===== config.mk =====
export PLATFORM = sky130hd
export DESIGN_NAME = setting_group_selector
export DESIGN_NICKNAME = d
export VERILOG_FILES = /design/src/sgs_pkg.sv /design/src/sgs_req_if.sv /design/src/sgs_input_sync.sv /design/src/setting_group_selector.sv
export VERILOG_INCLUDE_DIRS = /design/src
export SDC_FILE = /design/constraint.sdc
export NUM_CORES = 1
export LEC_CHECK = 0
export BUFFER_PORTS_ARGS = -buffer_cell sky130_fd_sc_hd__clkbuf_2
export CORE_ASPECT_RATIO = 2
export CORE_MARGIN = 2
export CORE_UTILIZATION = 41
export DETAILED_ROUTE_END_ITERATION = 8
export GPL_TIMING_DRIVEN = 0
export PLACE_DENSITY_LB_ADDON = 0.05
export REMOVE_ABC_BUFFERS = 1
export SYNTH_ARGS = -nofsm -noshare
export SYNTH_HDL_FRONTEND = slang
export SYNTH_SLANG_ARGS = --single-unit

===== constraint.sdc =====
create_clock -name clk -period 2.1 [get_ports clk]
set_input_delay 0.42 -clock clk [delete_from_list [all_inputs] [get_ports clk]]
set_output_delay 0.42 -clock clk [all_outputs]
set_load 0.01 [all_outputs]

===== src/sgs_cfg.svh =====
// Constants for the setting group selector
`ifndef SGS_CFG_SVH
`define SGS_CFG_SVH

// ----------------------------------------------------------------------
// Group, relay and overcurrent element counts
// ----------------------------------------------------------------------
`define SGS_NUM_GROUPS 4
`define SGS_NUM_RELAYS 5
`define SGS_NUM_OC 5

// ----------------------------------------------------------------------
// Encodings and reset values
// ----------------------------------------------------------------------
`define SGS_GRP_DEFAULT 2'h0
`define SGS_EDIT_FOLLOW 3'h4
`define SGS_RELAY_RST 5'h00
`define SGS_CNT_RST 32'h0000_0000
`define SGS_CNT_ONE 32'h0000_0001

// ----------------------------------------------------------------------
// Timing
// ----------------------------------------------------------------------
`define SGS_CLK_KHZ 200000
`define SGS_FLASH_HALF_MS 250

`endif


===== src/sgs_pkg.sv =====
// Types shared by the setting group selector files
package sgs_pkg;

  // Group index, 0 is group 1
  typedef logic [1:0] group_t;

  // Edit group choice
  typedef enum logic [2:0] {
    EDIT_G1 = 3'h0,
    EDIT_G2 = 3'h1,
    EDIT_G3 = 3'h2,
    EDIT_G4 = 3'h3,
    EDIT_FOLLOW = 3'h4
  } edit_sel_t;

endpackage : sgs_pkg


===== src/sgs_req_if.sv =====
// Carrier for conditioned pin inputs between the selector's modules
`timescale 1ns/100ps

interface sgs_req_if #(
  parameter int NUM_GROUPS = 4
);
  logic [NUM_GROUPS-1:0] grp_req;
  logic brk_open;

  // Conditioner drives, core reads
  modport cond (
    output grp_req,
    output brk_open
  );
  modport core (
    input grp_req,
    input brk_open
  );
endinterface : sgs_req_if


===== src/sgs_input_sync.sv =====
// Two-stage synchroniser for group request and breaker status pins
`timescale 1ns/100ps

module sgs_input_sync #(
  parameter int NUM_GROUPS = 4
) (
  // Clock and reset
  input wire logic clk,
  input wire logic reset_n,
  input wire logic clk_en,
  // Raw pins
  input wire logic [NUM_GROUPS-1:0] grp_in_pin,
  input wire logic brk_open_pin,
  // Conditioned levels
  sgs_req_if.cond req
);

  // ----------------------------------------------------------------------
  // Synchroniser stages
  // ----------------------------------------------------------------------
  logic [NUM_GROUPS:0] meta_r;
  logic [NUM_GROUPS:0] meta_nxt;
  logic [NUM_GROUPS:0] sync_r;
  logic [NUM_GROUPS:0] sync_nxt;

  // Stage one is read only by stage two; clk_en freezes both
  always_comb begin
    meta_nxt = meta_r;
    sync_nxt = sync_r;
    if (clk_en) begin
      meta_nxt = {brk_open_pin, grp_in_pin};
      sync_nxt = meta_r;
    end
  end

  // Registers only
  always_ff @(posedge clk or negedge reset_n) begin
    if (!reset_n) begin
      meta_r <= '0;
      sync_r <= '0;
    end else begin
      meta_r <= meta_nxt;
      sync_r <= sync_nxt;
    end
  end

  // Level requests, sampled on each clock with clk_en high
  assign req.grp_req = sync_r[NUM_GROUPS-1:0];
  assign req.brk_open = sync_r[NUM_GROUPS];

endmodule : sgs_input_sync


===== src/setting_group_selector.sv =====
// Active and edit setting group selection with change inhibit
`timescale 1ns/100ps
`include "sgs_cfg.svh"

module setting_group_selector #(
  parameter int NUM_GROUPS = `SGS_NUM_GROUPS,
  parameter int NUM_RELAYS = `SGS_NUM_RELAYS,
  parameter int NUM_OC = `SGS_NUM_OC,
  parameter int unsigned FLASH_HALF_CYC =
    `SGS_FLASH_HALF_MS * (`SGS_CLK_KHZ)
) (
  // Clock, reset and clock enable
  input wire logic clk,
  input wire logic reset_n,
  input wire logic clk_en,
  // Group selection settings
  input wire logic [1:0] cfg_active_group,
  input wire logic [2:0] cfg_edit_sel,
  // Inhibit source enables
  input wire logic en_inh_open_brk,
  input wire logic en_inh_oc,
  input wire logic en_inh_ov,
  input wire logic en_inh_uv,
  input wire logic en_inh_uf,
  // Logic input pins and breaker status pin
  input wire logic [NUM_GROUPS-1:0] grp_in_pin,
  input wire logic brk_open_pin,
  // Overcurrent elements: phase, neutral, ground, sens ground, neg seq
  input wire logic [NUM_OC-1:0] oc_pickup,
  input wire logic [NUM_OC-1:0] oc_func_on,
  // Overvoltage element
  input wire logic ov_pickup,
  input wire logic ov_func_on,
  // Bus and line undervoltage elements
  input wire logic uv_bus_pickup,
  input wire logic uv_bus_func_on,
  input wire logic uv_line_pickup,
  input wire logic uv_line_func_on,
  // Underfrequency element
  input wire logic uf_pickup,
  input wire logic uf_func_on,
  // Per-group aux relay selection
  input wire logic [NUM_GROUPS-1:0][NUM_RELAYS-1:0] grp_relay_sel,
  // Group state
  output logic [1:0] active_group,
  output logic [1:0] edit_group,
  output logic [NUM_RELAYS-1:0] aux_relay_sel,
  // Indicators
  output logic [NUM_GROUPS-1:0] grp_led,
  // Status and event
  output logic change_inhibited,
  output logic change_pending,
  output logic grp_event,
  output logic [1:0] grp_event_group
);

  // ----------------------------------------------------------------------
  // Elaboration checks
  // ----------------------------------------------------------------------
  // Group index is two bits wide, so more than four groups cannot be named
  if (NUM_GROUPS < 2 || NUM_GROUPS > 4) begin : g_bad_groups
    $error("NUM_GROUPS must be 2 to 4");
  end
  if (NUM_RELAYS < 1) begin : g_bad_relays
    $error("NUM_RELAYS must be at least 1");
  end
  if (NUM_OC < 1) begin : g_bad_oc
    $error("NUM_OC must be at least 1");
  end
  // A zero half period would wrap the limit and stretch the flash phase to the full 32-bit count
  if (FLASH_HALF_CYC < 1) begin : g_bad_flash
    $error("FLASH_HALF_CYC must be at least 1");
  end

  // ----------------------------------------------------------------------
  // Decode helpers
  // ----------------------------------------------------------------------

  // One-hot form of a group index
  function automatic logic [NUM_GROUPS-1:0] grp_onehot(
    input sgs_pkg::group_t g
  );
    logic [NUM_GROUPS-1:0] v;
    v = '0;
    for (int i = 0; i < NUM_GROUPS; i++) begin
      if (g == sgs_pkg::group_t'(i)) begin
        v[i] = 1'b1;
      end
    end
    return v;
  endfunction : grp_onehot

  // Highest set bit wins; bit 0 stands for group 1
  function automatic sgs_pkg::group_t grp_highest(
    input logic [NUM_GROUPS-1:0] v
  );
    sgs_pkg::group_t g;
    g = `SGS_GRP_DEFAULT;
    for (int i = 0; i < NUM_GROUPS; i++) begin
      if (v[i]) begin
        g = sgs_pkg::group_t'(i);
      end
    end
    return g;
  endfunction : grp_highest

  // ----------------------------------------------------------------------
  // Pin conditioning
  // ----------------------------------------------------------------------
  sgs_req_if #(.NUM_GROUPS(NUM_GROUPS)) req ();

  // Logic inputs are levels, sampled through two flops on each clock with clk_en high
  sgs_input_sync #(
    .NUM_GROUPS(NUM_GROUPS)
  ) u_sync (
    .clk(clk),
    .reset_n(reset_n),
    .clk_en(clk_en),
    .grp_in_pin(grp_in_pin),
    .brk_open_pin(brk_open_pin),
    .req(req)
  );

  // ----------------------------------------------------------------------
  // Request resolution
  // ----------------------------------------------------------------------
  logic [NUM_GROUPS-1:0] req_vec;
  sgs_pkg::group_t req_best;

  // Group 1 is always requested so it holds when nothing else is
  always_comb begin
    req_vec = req.grp_req;
    req_vec = req_vec | grp_onehot(cfg_active_group);
    req_vec[0] = 1'b1;
    req_best = grp_highest(req_vec);
  end

  // ----------------------------------------------------------------------
  // Change inhibit
  // ----------------------------------------------------------------------
  logic oc_up;
  logic ov_up;
  logic uv_up;
  logic uf_up;
  logic inhibit;

  // Pickup counts whenever the element is not Disabled, trip or not
  always_comb begin
    oc_up = |(oc_pickup & oc_func_on);
    ov_up = ov_pickup & ov_func_on;
    uv_up = (uv_bus_pickup & uv_bus_func_on) |
            (uv_line_pickup & uv_line_func_on);
    uf_up = uf_pickup & uf_func_on;
    inhibit = (en_inh_oc & oc_up) | (en_inh_ov & ov_up) |
              (en_inh_uv & uv_up) | (en_inh_uf & uf_up);
    inhibit = inhibit | (en_inh_open_brk & req.brk_open);
  end

  // ----------------------------------------------------------------------
  // Active and edit group state
  // ----------------------------------------------------------------------
  sgs_pkg::group_t active_r;
  sgs_pkg::group_t active_nxt;
  sgs_pkg::group_t edit_r;
  sgs_pkg::group_t edit_nxt;
  logic evt_r;
  logic evt_nxt;
  sgs_pkg::group_t evt_grp_r;
  sgs_pkg::group_t evt_grp_nxt;
  logic [NUM_RELAYS-1:0] relay_r;
  logic [NUM_RELAYS-1:0] relay_nxt;
  logic inh_r;
  logic inh_nxt;
  logic pend_r;
  logic pend_nxt;

  // A blocked request is simply held off: since requests are levels, the
  // change lands as soon as every enabled inhibit has cleared
  always_comb begin
    active_nxt = active_r;
    edit_nxt = edit_r;
    evt_nxt = evt_r;
    evt_grp_nxt = evt_grp_r;
    relay_nxt = relay_r;
    inh_nxt = inh_r;
    pend_nxt = pend_r;
    if (clk_en) begin
      evt_nxt = 1'b0;
      if (req_best != active_r && !inhibit) begin
        active_nxt = req_best;
      end
      // Event on any move whose target is not the default group
      if (active_nxt != active_r &&
          active_nxt != sgs_pkg::group_t'(`SGS_GRP_DEFAULT)) begin
        evt_nxt = 1'b1;
        evt_grp_nxt = active_nxt;
      end
      // Edit group takes its setting for codes 0 to 3 and follows the new active group otherwise
      if (cfg_edit_sel == `SGS_EDIT_FOLLOW) begin
        edit_nxt = active_nxt;
      end else if (cfg_edit_sel < `SGS_EDIT_FOLLOW) begin
        edit_nxt = cfg_edit_sel[1:0];
      end else begin
        edit_nxt = active_nxt;
      end
      relay_nxt = grp_relay_sel[active_nxt];
      inh_nxt = inhibit;
      pend_nxt = (req_best != active_r) && inhibit;
    end
  end

  // Registers only
  always_ff @(posedge clk or negedge reset_n) begin
    if (!reset_n) begin
      active_r <= `SGS_GRP_DEFAULT;
      edit_r <= `SGS_GRP_DEFAULT;
      evt_r <= 1'b0;
      evt_grp_r <= `SGS_GRP_DEFAULT;
      relay_r <= `SGS_RELAY_RST;
      inh_r <= 1'b0;
      pend_r <= 1'b0;
    end else begin
      active_r <= active_nxt;
      edit_r <= edit_nxt;
      evt_r <= evt_nxt;
      evt_grp_r <= evt_grp_nxt;
      relay_r <= relay_nxt;
      inh_r <= inh_nxt;
      pend_r <= pend_nxt;
    end
  end

  // ----------------------------------------------------------------------
  // Flash timebase
  // ----------------------------------------------------------------------
  logic [31:0] flash_cnt_r;
  logic [31:0] flash_cnt_nxt;
  logic flash_on_r;
  logic flash_on_nxt;

  // Free-running half period; frozen with the rest while clk_en is low
  always_comb begin
    flash_cnt_nxt = flash_cnt_r;
    flash_on_nxt = flash_on_r;
    if (clk_en) begin
      if (flash_cnt_r >= FLASH_HALF_CYC - 1) begin
        flash_cnt_nxt = `SGS_CNT_RST;
        flash_on_nxt = !flash_on_r;
      end else begin
        flash_cnt_nxt = flash_cnt_r + `SGS_CNT_ONE;
      end
    end
  end

  // Registers only
  always_ff @(posedge clk or negedge reset_n) begin
    if (!reset_n) begin
      flash_cnt_r <= `SGS_CNT_RST;
      flash_on_r <= 1'b0;
    end else begin
      flash_cnt_r <= flash_cnt_nxt;
      flash_on_r <= flash_on_nxt;
    end
  end

  // ----------------------------------------------------------------------
  // Indicators
  // ----------------------------------------------------------------------
  logic [NUM_GROUPS-1:0] led_r;
  logic [NUM_GROUPS-1:0] led_nxt;

  // Active steady wins over edit flashing on the same group
  always_comb begin
    led_nxt = led_r;
    if (clk_en) begin
      led_nxt = grp_onehot(active_nxt) |
                (grp_onehot(edit_nxt) & {NUM_GROUPS{flash_on_nxt}});
    end
  end

  // Registers only
  always_ff @(posedge clk or negedge reset_n) begin
    if (!reset_n) begin
      led_r <= '0;
    end else begin
      led_r <= led_nxt;
    end
  end

  // ----------------------------------------------------------------------
  // Outputs
  // ----------------------------------------------------------------------
  assign active_group = active_r;
  assign edit_group = edit_r;
  assign aux_relay_sel = relay_r;
  assign grp_led = led_r;
  assign change_inhibited = inh_r;
  assign change_pending = pend_r;
  assign grp_event = evt_r;
  assign grp_event_group = evt_grp_r;

endmodule : setting_group_selector


==> Yosys cells after proc, flatten, opt, wreduce, memory -nomap -nowiden <==
Cells that the tools add are included.
{ "totals": {"reg_bits": 61, "latchBits": 0, "ram_bits": 0, "mem_bits_ro": 0, "input_bits": 56, "output_inout_bits": 18, "memories": 0} }
{ "op_classes": {"add_sub_neg": 1, "n_mul": 0, "div": 0, "magnitude_cmp": 3, "n_eq_ne": 12, "shifts": 0, "mux": 35, "n_bitwise": 18, "reduce_logical": 11} }
{ "op_table": {"columns": ["cell", "count"], "rows": [
  ["$add A32 B1 Y32 const B", 1],
  ["$ge A32 B26 Y1 const B", 1],
  ["$mux W32", 1],
  ["$mux W1", 24],
  ["$mux W2", 8],
  ["$eq A2 B2 Y1 const B", 6],
  ["$bmux W5 S2", 1],
  ["$and A1 B1 Y1", 9],
  ["$or A4 B4 Y4", 2],
  ["$eq A2 B1 Y1 const B", 3],
  ["$logic_not A2 Y1", 3],
  ["$and A5 B5 Y5", 1],
  ["$mux W5", 1],
  ["$or A1 B1 Y1", 5],
  ["$reduce_or A5 Y1", 1],
  ["$and A4 B4 Y4", 1],
  ["$ne A2 B2 Y1", 2],
  ["$eq A3 B3 Y1 const B", 1],
  ["$logic_and A1 B1 Y1", 3],
  ["$lt A2 B3 Y1 const B", 1],
  ["$lt A3 B3 Y1 const B", 1],
  ["$logic_not A1 Y1", 2],
  ["$reduce_and A2 Y1", 1],
  ["$reduce_bool A2 Y1", 1]
]} }

==> Logic depth before layout (Yosys ltp) <==
{ "depth": {"ltp_word": 19, "mapped_depth": 8} }

==> Hierarchy <==
From an unflattened synthesis, not the netlist that was laid out.
{ "unflattened": {"hier_cells": 331, "hier_area_um2": 3256.9} }
{ "by_module_without_submodules": {"columns": ["module", "instances", "cells_each", "area_per_inst_um2", "seq_area_each_um2"], "rows": [
  ["setting_group_selector", 1, 310, 2845.2, 1276.2],
  ["sgs_input_sync", 1, 21, 411.6, 250.2]
]} }

==> Worst setup path before layout <==
OpenSTA, ideal clock, no wires.
{ "synth_path": {"kind": "input -> register", "startpoint": "input oc_pickup[2]", "endpoint": "register evt_grp_r[1] (netlist: grp_event_group[1])", "setup_time_ps": 119, "arrival_ps": 1948, "required_time_ps": 1981, "slack_ps": 33, "stages": 6, "n_path_buf": 0, "cell_sequence": "a222oi_1 > a21oi_1 > nor2_4 > nand2_1 > or3b_1 > a21bo_2"} }
{ "synth_between": {"elab_chain_cells": 14, "elab_cells_between_ends": 15, "classes_between": "1 x eq/ne; 2 x mux; 6 x bitwise; 6 x reduce/logical"} }
{ "synth_lines": {"columns": ["item", "line_no", "rtl"], "rows": [
  ["from (decl)", "setting_group_selector.sv:29", "input wire logic [NUM_OC-1:0] oc_pickup,"],
  ["$and A5 B5 Y5 (*)", "setting_group_selector.sv:149", "oc_up = |(oc_pickup & oc_func_on);"],
  ["$reduce_or A5 Y1 (*)", "setting_group_selector.sv:149", null],
  ["$and A1 B1 Y1 (*)", "setting_group_selector.sv:154", "inhibit = (en_inh_oc & oc_up) | (en_inh_ov & ov_up) |"],
  ["$or A1 B1 Y1 (*) (2 in a row)", "setting_group_selector.sv:154", null],
  ["$or A1 B1 Y1 (*)", "setting_group_selector.sv:155", "(en_inh_uv & uv_up) | (en_inh_uf & uf_up);"],
  ["$or A1 B1 Y1 (*)", "setting_group_selector.sv:156", "inhibit = inhibit | (en_inh_open_brk & req.brk_open);"],
  ["$logic_not A1 Y1 (*)", "setting_group_selector.sv:189", "if (req_best != active_r && !inhibit) begin"],
  ["$logic_and A1 B1 Y1 (*)", "setting_group_selector.sv:189", null],
  ["$mux W2 (*)", "setting_group_selector.sv:189", null],
  ["$mux W2 (*)", "setting_group_selector.sv:187", "if (clk_en) begin"],
  ["$ne A2 B2 Y1 / $reduce_bool A2 Y1 (equally long branches)", "setting_group_selector.sv:193, setting_group_selector.sv:194", null],
  ["$logic_and A1 B1 Y1", "setting_group_selector.sv:193", "if (active_nxt != active_r &&"],
  ["$reduce_and A2 Y1 (no line)", null, null],
  ["to (signal assigned)", "setting_group_selector.sv:218", "evt_grp_r <= `SGS_GRP_DEFAULT;"],
  ["to (signal assigned)", "setting_group_selector.sv:226", "evt_grp_r <= evt_grp_nxt;"],
  ["to (decl)", "setting_group_selector.sv:168", "sgs_pkg::group_t evt_grp_r;"]
]} }
Every way passes the cells marked *; elsewhere a longest branch is shown, timed or not. The select of a mux whose other input is x is not followed.
A chain may end at the register's enable or synchronous reset.

==> Worst setup path after layout <==
{ "layout_path": {"startpoint": "register flash_cnt_r[10]", "endpoint": "register flash_cnt_r[20]"} }
{ "layout_between": {"elab_chain_cells": 2, "elab_cells_between_ends": 3, "classes_between": "1 x add/sub; 1 x order compare; 1 x mux"} }
{ "layout_lines": {"columns": ["item", "line_no", "rtl"], "rows": [
  ["from (decl)", "setting_group_selector.sv:236", "logic [31:0] flash_cnt_r;"],
  ["from (signal assigned)", "setting_group_selector.sv:258", "flash_cnt_r <= `SGS_CNT_RST;"],
  ["from (signal assigned)", "setting_group_selector.sv:261", "flash_cnt_r <= flash_cnt_nxt;"],
  ["$add A32 B1 Y32 (no line) / $ge A32 B26 Y1 (equally long branches)", null, null],
  ["$mux W32 (*)", "setting_group_selector.sv:246", "if (flash_cnt_r >= FLASH_HALF_CYC - 1) begin"]
]} }
Every way passes the cells marked *; elsewhere a longest branch is shown, timed or not.

==> results.yml <==
outcome:
  outcome: "finished, violations left"
  violations: "negative setup slack"
worst_setup_path:
  crit_path_top_delay_cell: "or4_4"
  timing.rr.start: "flash_cnt_r[10]$_DFFE_PN0P_"
  worstPathMaxFanout: 6
  cp-end-kind: "flop"
  worstPathRequired_ns: 2.36
  critPathLaunchType: "flop"
  path_class: "flop to flop"
  critPathArrivalTime_ns: 2.43
  worstPathCellList: "or4_4 -> a311oi_4 -> o21ai_4 -> buf_6 -> a21oi_4 -> nor2_4 -> clkbuf_16 -> nor2_2"
  startpoint: "flash_cnt_r[10]$_DFFE_PN0P_"
  max_stage_delay_ns: 0.53
synth:
  ys_seq_area_frac: 0.464
  syn_inst: 329
  synth_edf_count: 0
  synth-main-ff-cell: "dfrtp_1"
  yosys_warnings: 0
  syn_area_per_cell_um2: 9.68
  async_reset_ff_frac: 1.00
  synth_cell_type_count: 64
  synth-seq-cells: 59
  netlist_area_um2: 3180
place:
  place_inst: 485
  io_buffer_count: 72
  place_area_um2: 3620
  gp_congestion: 0.792
  dpl_worst_slack_ns: -0.755
  hpwl_mm: 5.80
timing:
  fmax_mhz: 461
  rsz0062_at_grt: "yes"
  maxSlewViolCount: 0
  hold_slack_ns: 0.219
  hold_violations: 0
  worst_pin_slew_ns: 0.839
  finalCritPeriodShare: 1.03
  skew_ns: 0.00494
  setup_ws_ns: -0.0691
  setup_viol: 30
  timing.final.crit_period_ns: 2.17
  relSlewSlack: 0.441
floorplan:
  coreArea_um2: 7540
  die_w_um: 66.3
  num_io_pins: 74
  start_util: 0.422
  dieArea_um2: 8530
  rows: 45
  die_height_um: 129
final_layout:
  n_antenna_cell: 0
  ff_latch_area_um2: 1480
  fin_util: 0.585
  syn_to_final_growth_pct: 38.5
  final_common_cell: "clkbuf_2"
  num-fill-cells: 709
  layout.cells.most_common_list: "clkbuf_2 (70), dfrtp_1 (58), nor2_1 (23)"
  final_area_um2: 4410
  nets: 481
  multi_input_area_um2: 1870
  fin_cells: 523
  drive_gt1_frac: 0.399
drt:
  routed_wl_mm: 8.74
  drc_errors: 0
  viasPerCell: 5.50
  ant_nets: 0
  first_pass_iters: 5
  num_vias: 2875
  wire_per_inst_um: 16.7
  initialDrtViolationCount: 135
hold_path:
  hold_path_class: "primary input to async pin"
job:
  drv_cap: 0
clock_tree:
  h-tree-depth: 3
  cts_tree: "yes"
  numCtsBuffers: 9
  cts_sinks: 59
  clk_latency_ns: 0.33
  clk_path_buf_depth: 2
  clk_pin_slew_ns: 0.05
  cts_root_buffer: "clkbuf_16"
global_routing:
  track_usage: 0.218
  grt_max_degree: 60
  grt_pass1_wl_mm: 14.0
  antenna_found_initial: 0
  grt_pass1_vias: 2870
  overflow: 0
pwr:
  powerDensity_nw_per_um2: 804
  power_leakage_nw: 2.01
  vdd_ir_drop_max_uv: 450
-- synthesized netlist by cell type, types with 7 or more instances --
cell type | n | area share
a211oi_1 | 7 | 0.017
a21oi_1 | 9 | 0.014
and3_1 | 8 | 0.016
dfrtp_1 | 59 | 0.46
inv_1 | 18 | 0.021
mux2_2 | 7 | 0.025
mux2i_1 | 7 | 0.022
nand2_1 | 21 | 0.025
nand3_1 | 15 | 0.024
nor2_1 | 47 | 0.055
o21ai_0 | 16 | 0.025
xnor2_1 | 14 | 0.039
xor2_1 | 10 | 0.028
-- sequential cells by signal (all words and copies together), names as in the netlist --
name,cells
u_sync.sync_r,4
flash_cnt_r,32
flash_on_r,1
u_sync.meta_r,4
change_pending,1
active_group,2
edit_group,2
grp_event,1
grp_event_group,2
aux_relay_sel,5
change_inhibited,1
grp_led,4
-- layer usage --
layer  track usage  vias up  part of all wire
li1              -     1394                 -
met3        0.0455       21             0.041
met2         0.408       83              0.57
met4         0.115        0             0.035
met5             0        -                 0
met1         0.216     1377              0.36
-- per-stage QoR --
step | setup TNS (ns) | power [mW]
after CTS | -1.12 | 3.54
after detailed placement | -22.70 | 2.14
after global routing | -3.23 | 3.72
final | -1.06 | 3.55
after global placement | -23.08 | 2.12
after floorplan | 0 | 1.84
-- power by group --
part | switching [mW] | internal, mW
Clock | 0.540 | 0.826
Combinational | 0.389 | 0.347
Sequential | 0.143 | 1.30
Total | 1.07 | 2.47
-- cells by family after synthesis --
group / after synthesis / synth area share
fa+ha+maj: 1 / 0.00393
simple gates: 124 / 0.197
buf+inv: 28 / 0.0350
flops: 59 / 0.464
mux: 14 / 0.0468
compound gates: 79 / 0.187
xor+xnor: 24 / 0.0660
-- worst max-delay path: cells and delay by family (launching register included) --
| family | cells | cell delay (ns) |
|---|---|---|
| compound gates | 3 | 0.62 |
| buf+inv | 2 | 0.33 |
| flops | 1 | 0.42 |
| simple gates | 3 | 0.72 |
-- timing repair --
action / in CTS / in global routing
setup endpoints to repair: 37 / 42
setup buffers: 11 / 8
pin swaps: 10 / 16
hold buffers: 0 / 0
gates resized for setup: 23 / 49
endpoints found under the hold margin: 0 / 0
gates cloned: 2 / 1
-- path summary, 6_finish.rpt --
path                                                end  slack (ns)  cells past startpoint
max reg2reg                 flash_cnt_r[20]$_DFFE_PN0P_       -0.07                      8
max in group asynchronous   flash_cnt_r[10]$_DFFE_PN0P_        1.31                      1
min reg2reg                  flash_cnt_r[4]$_DFFE_PN0P_        0.48                      1
max                         flash_cnt_r[20]$_DFFE_PN0P_       -0.07                      8
min in group clk           u_sync.meta_r[3]$_DFFE_PN0P_        0.32                      2
min                          flash_cnt_r[7]$_DFFE_PN0P_        0.22                      1
-- final cells by class --
cell class                 count  area share
clock buffer                  10      0.0542
clock inverter                 6     0.00936
inverter                      18      0.0153
multi-input combinational    243       0.425
sequential                    59       0.335
tap                           94      0.0267
timing repair buffer          93       0.135
No activity file was read; power rests on OpenSTA's default activity.
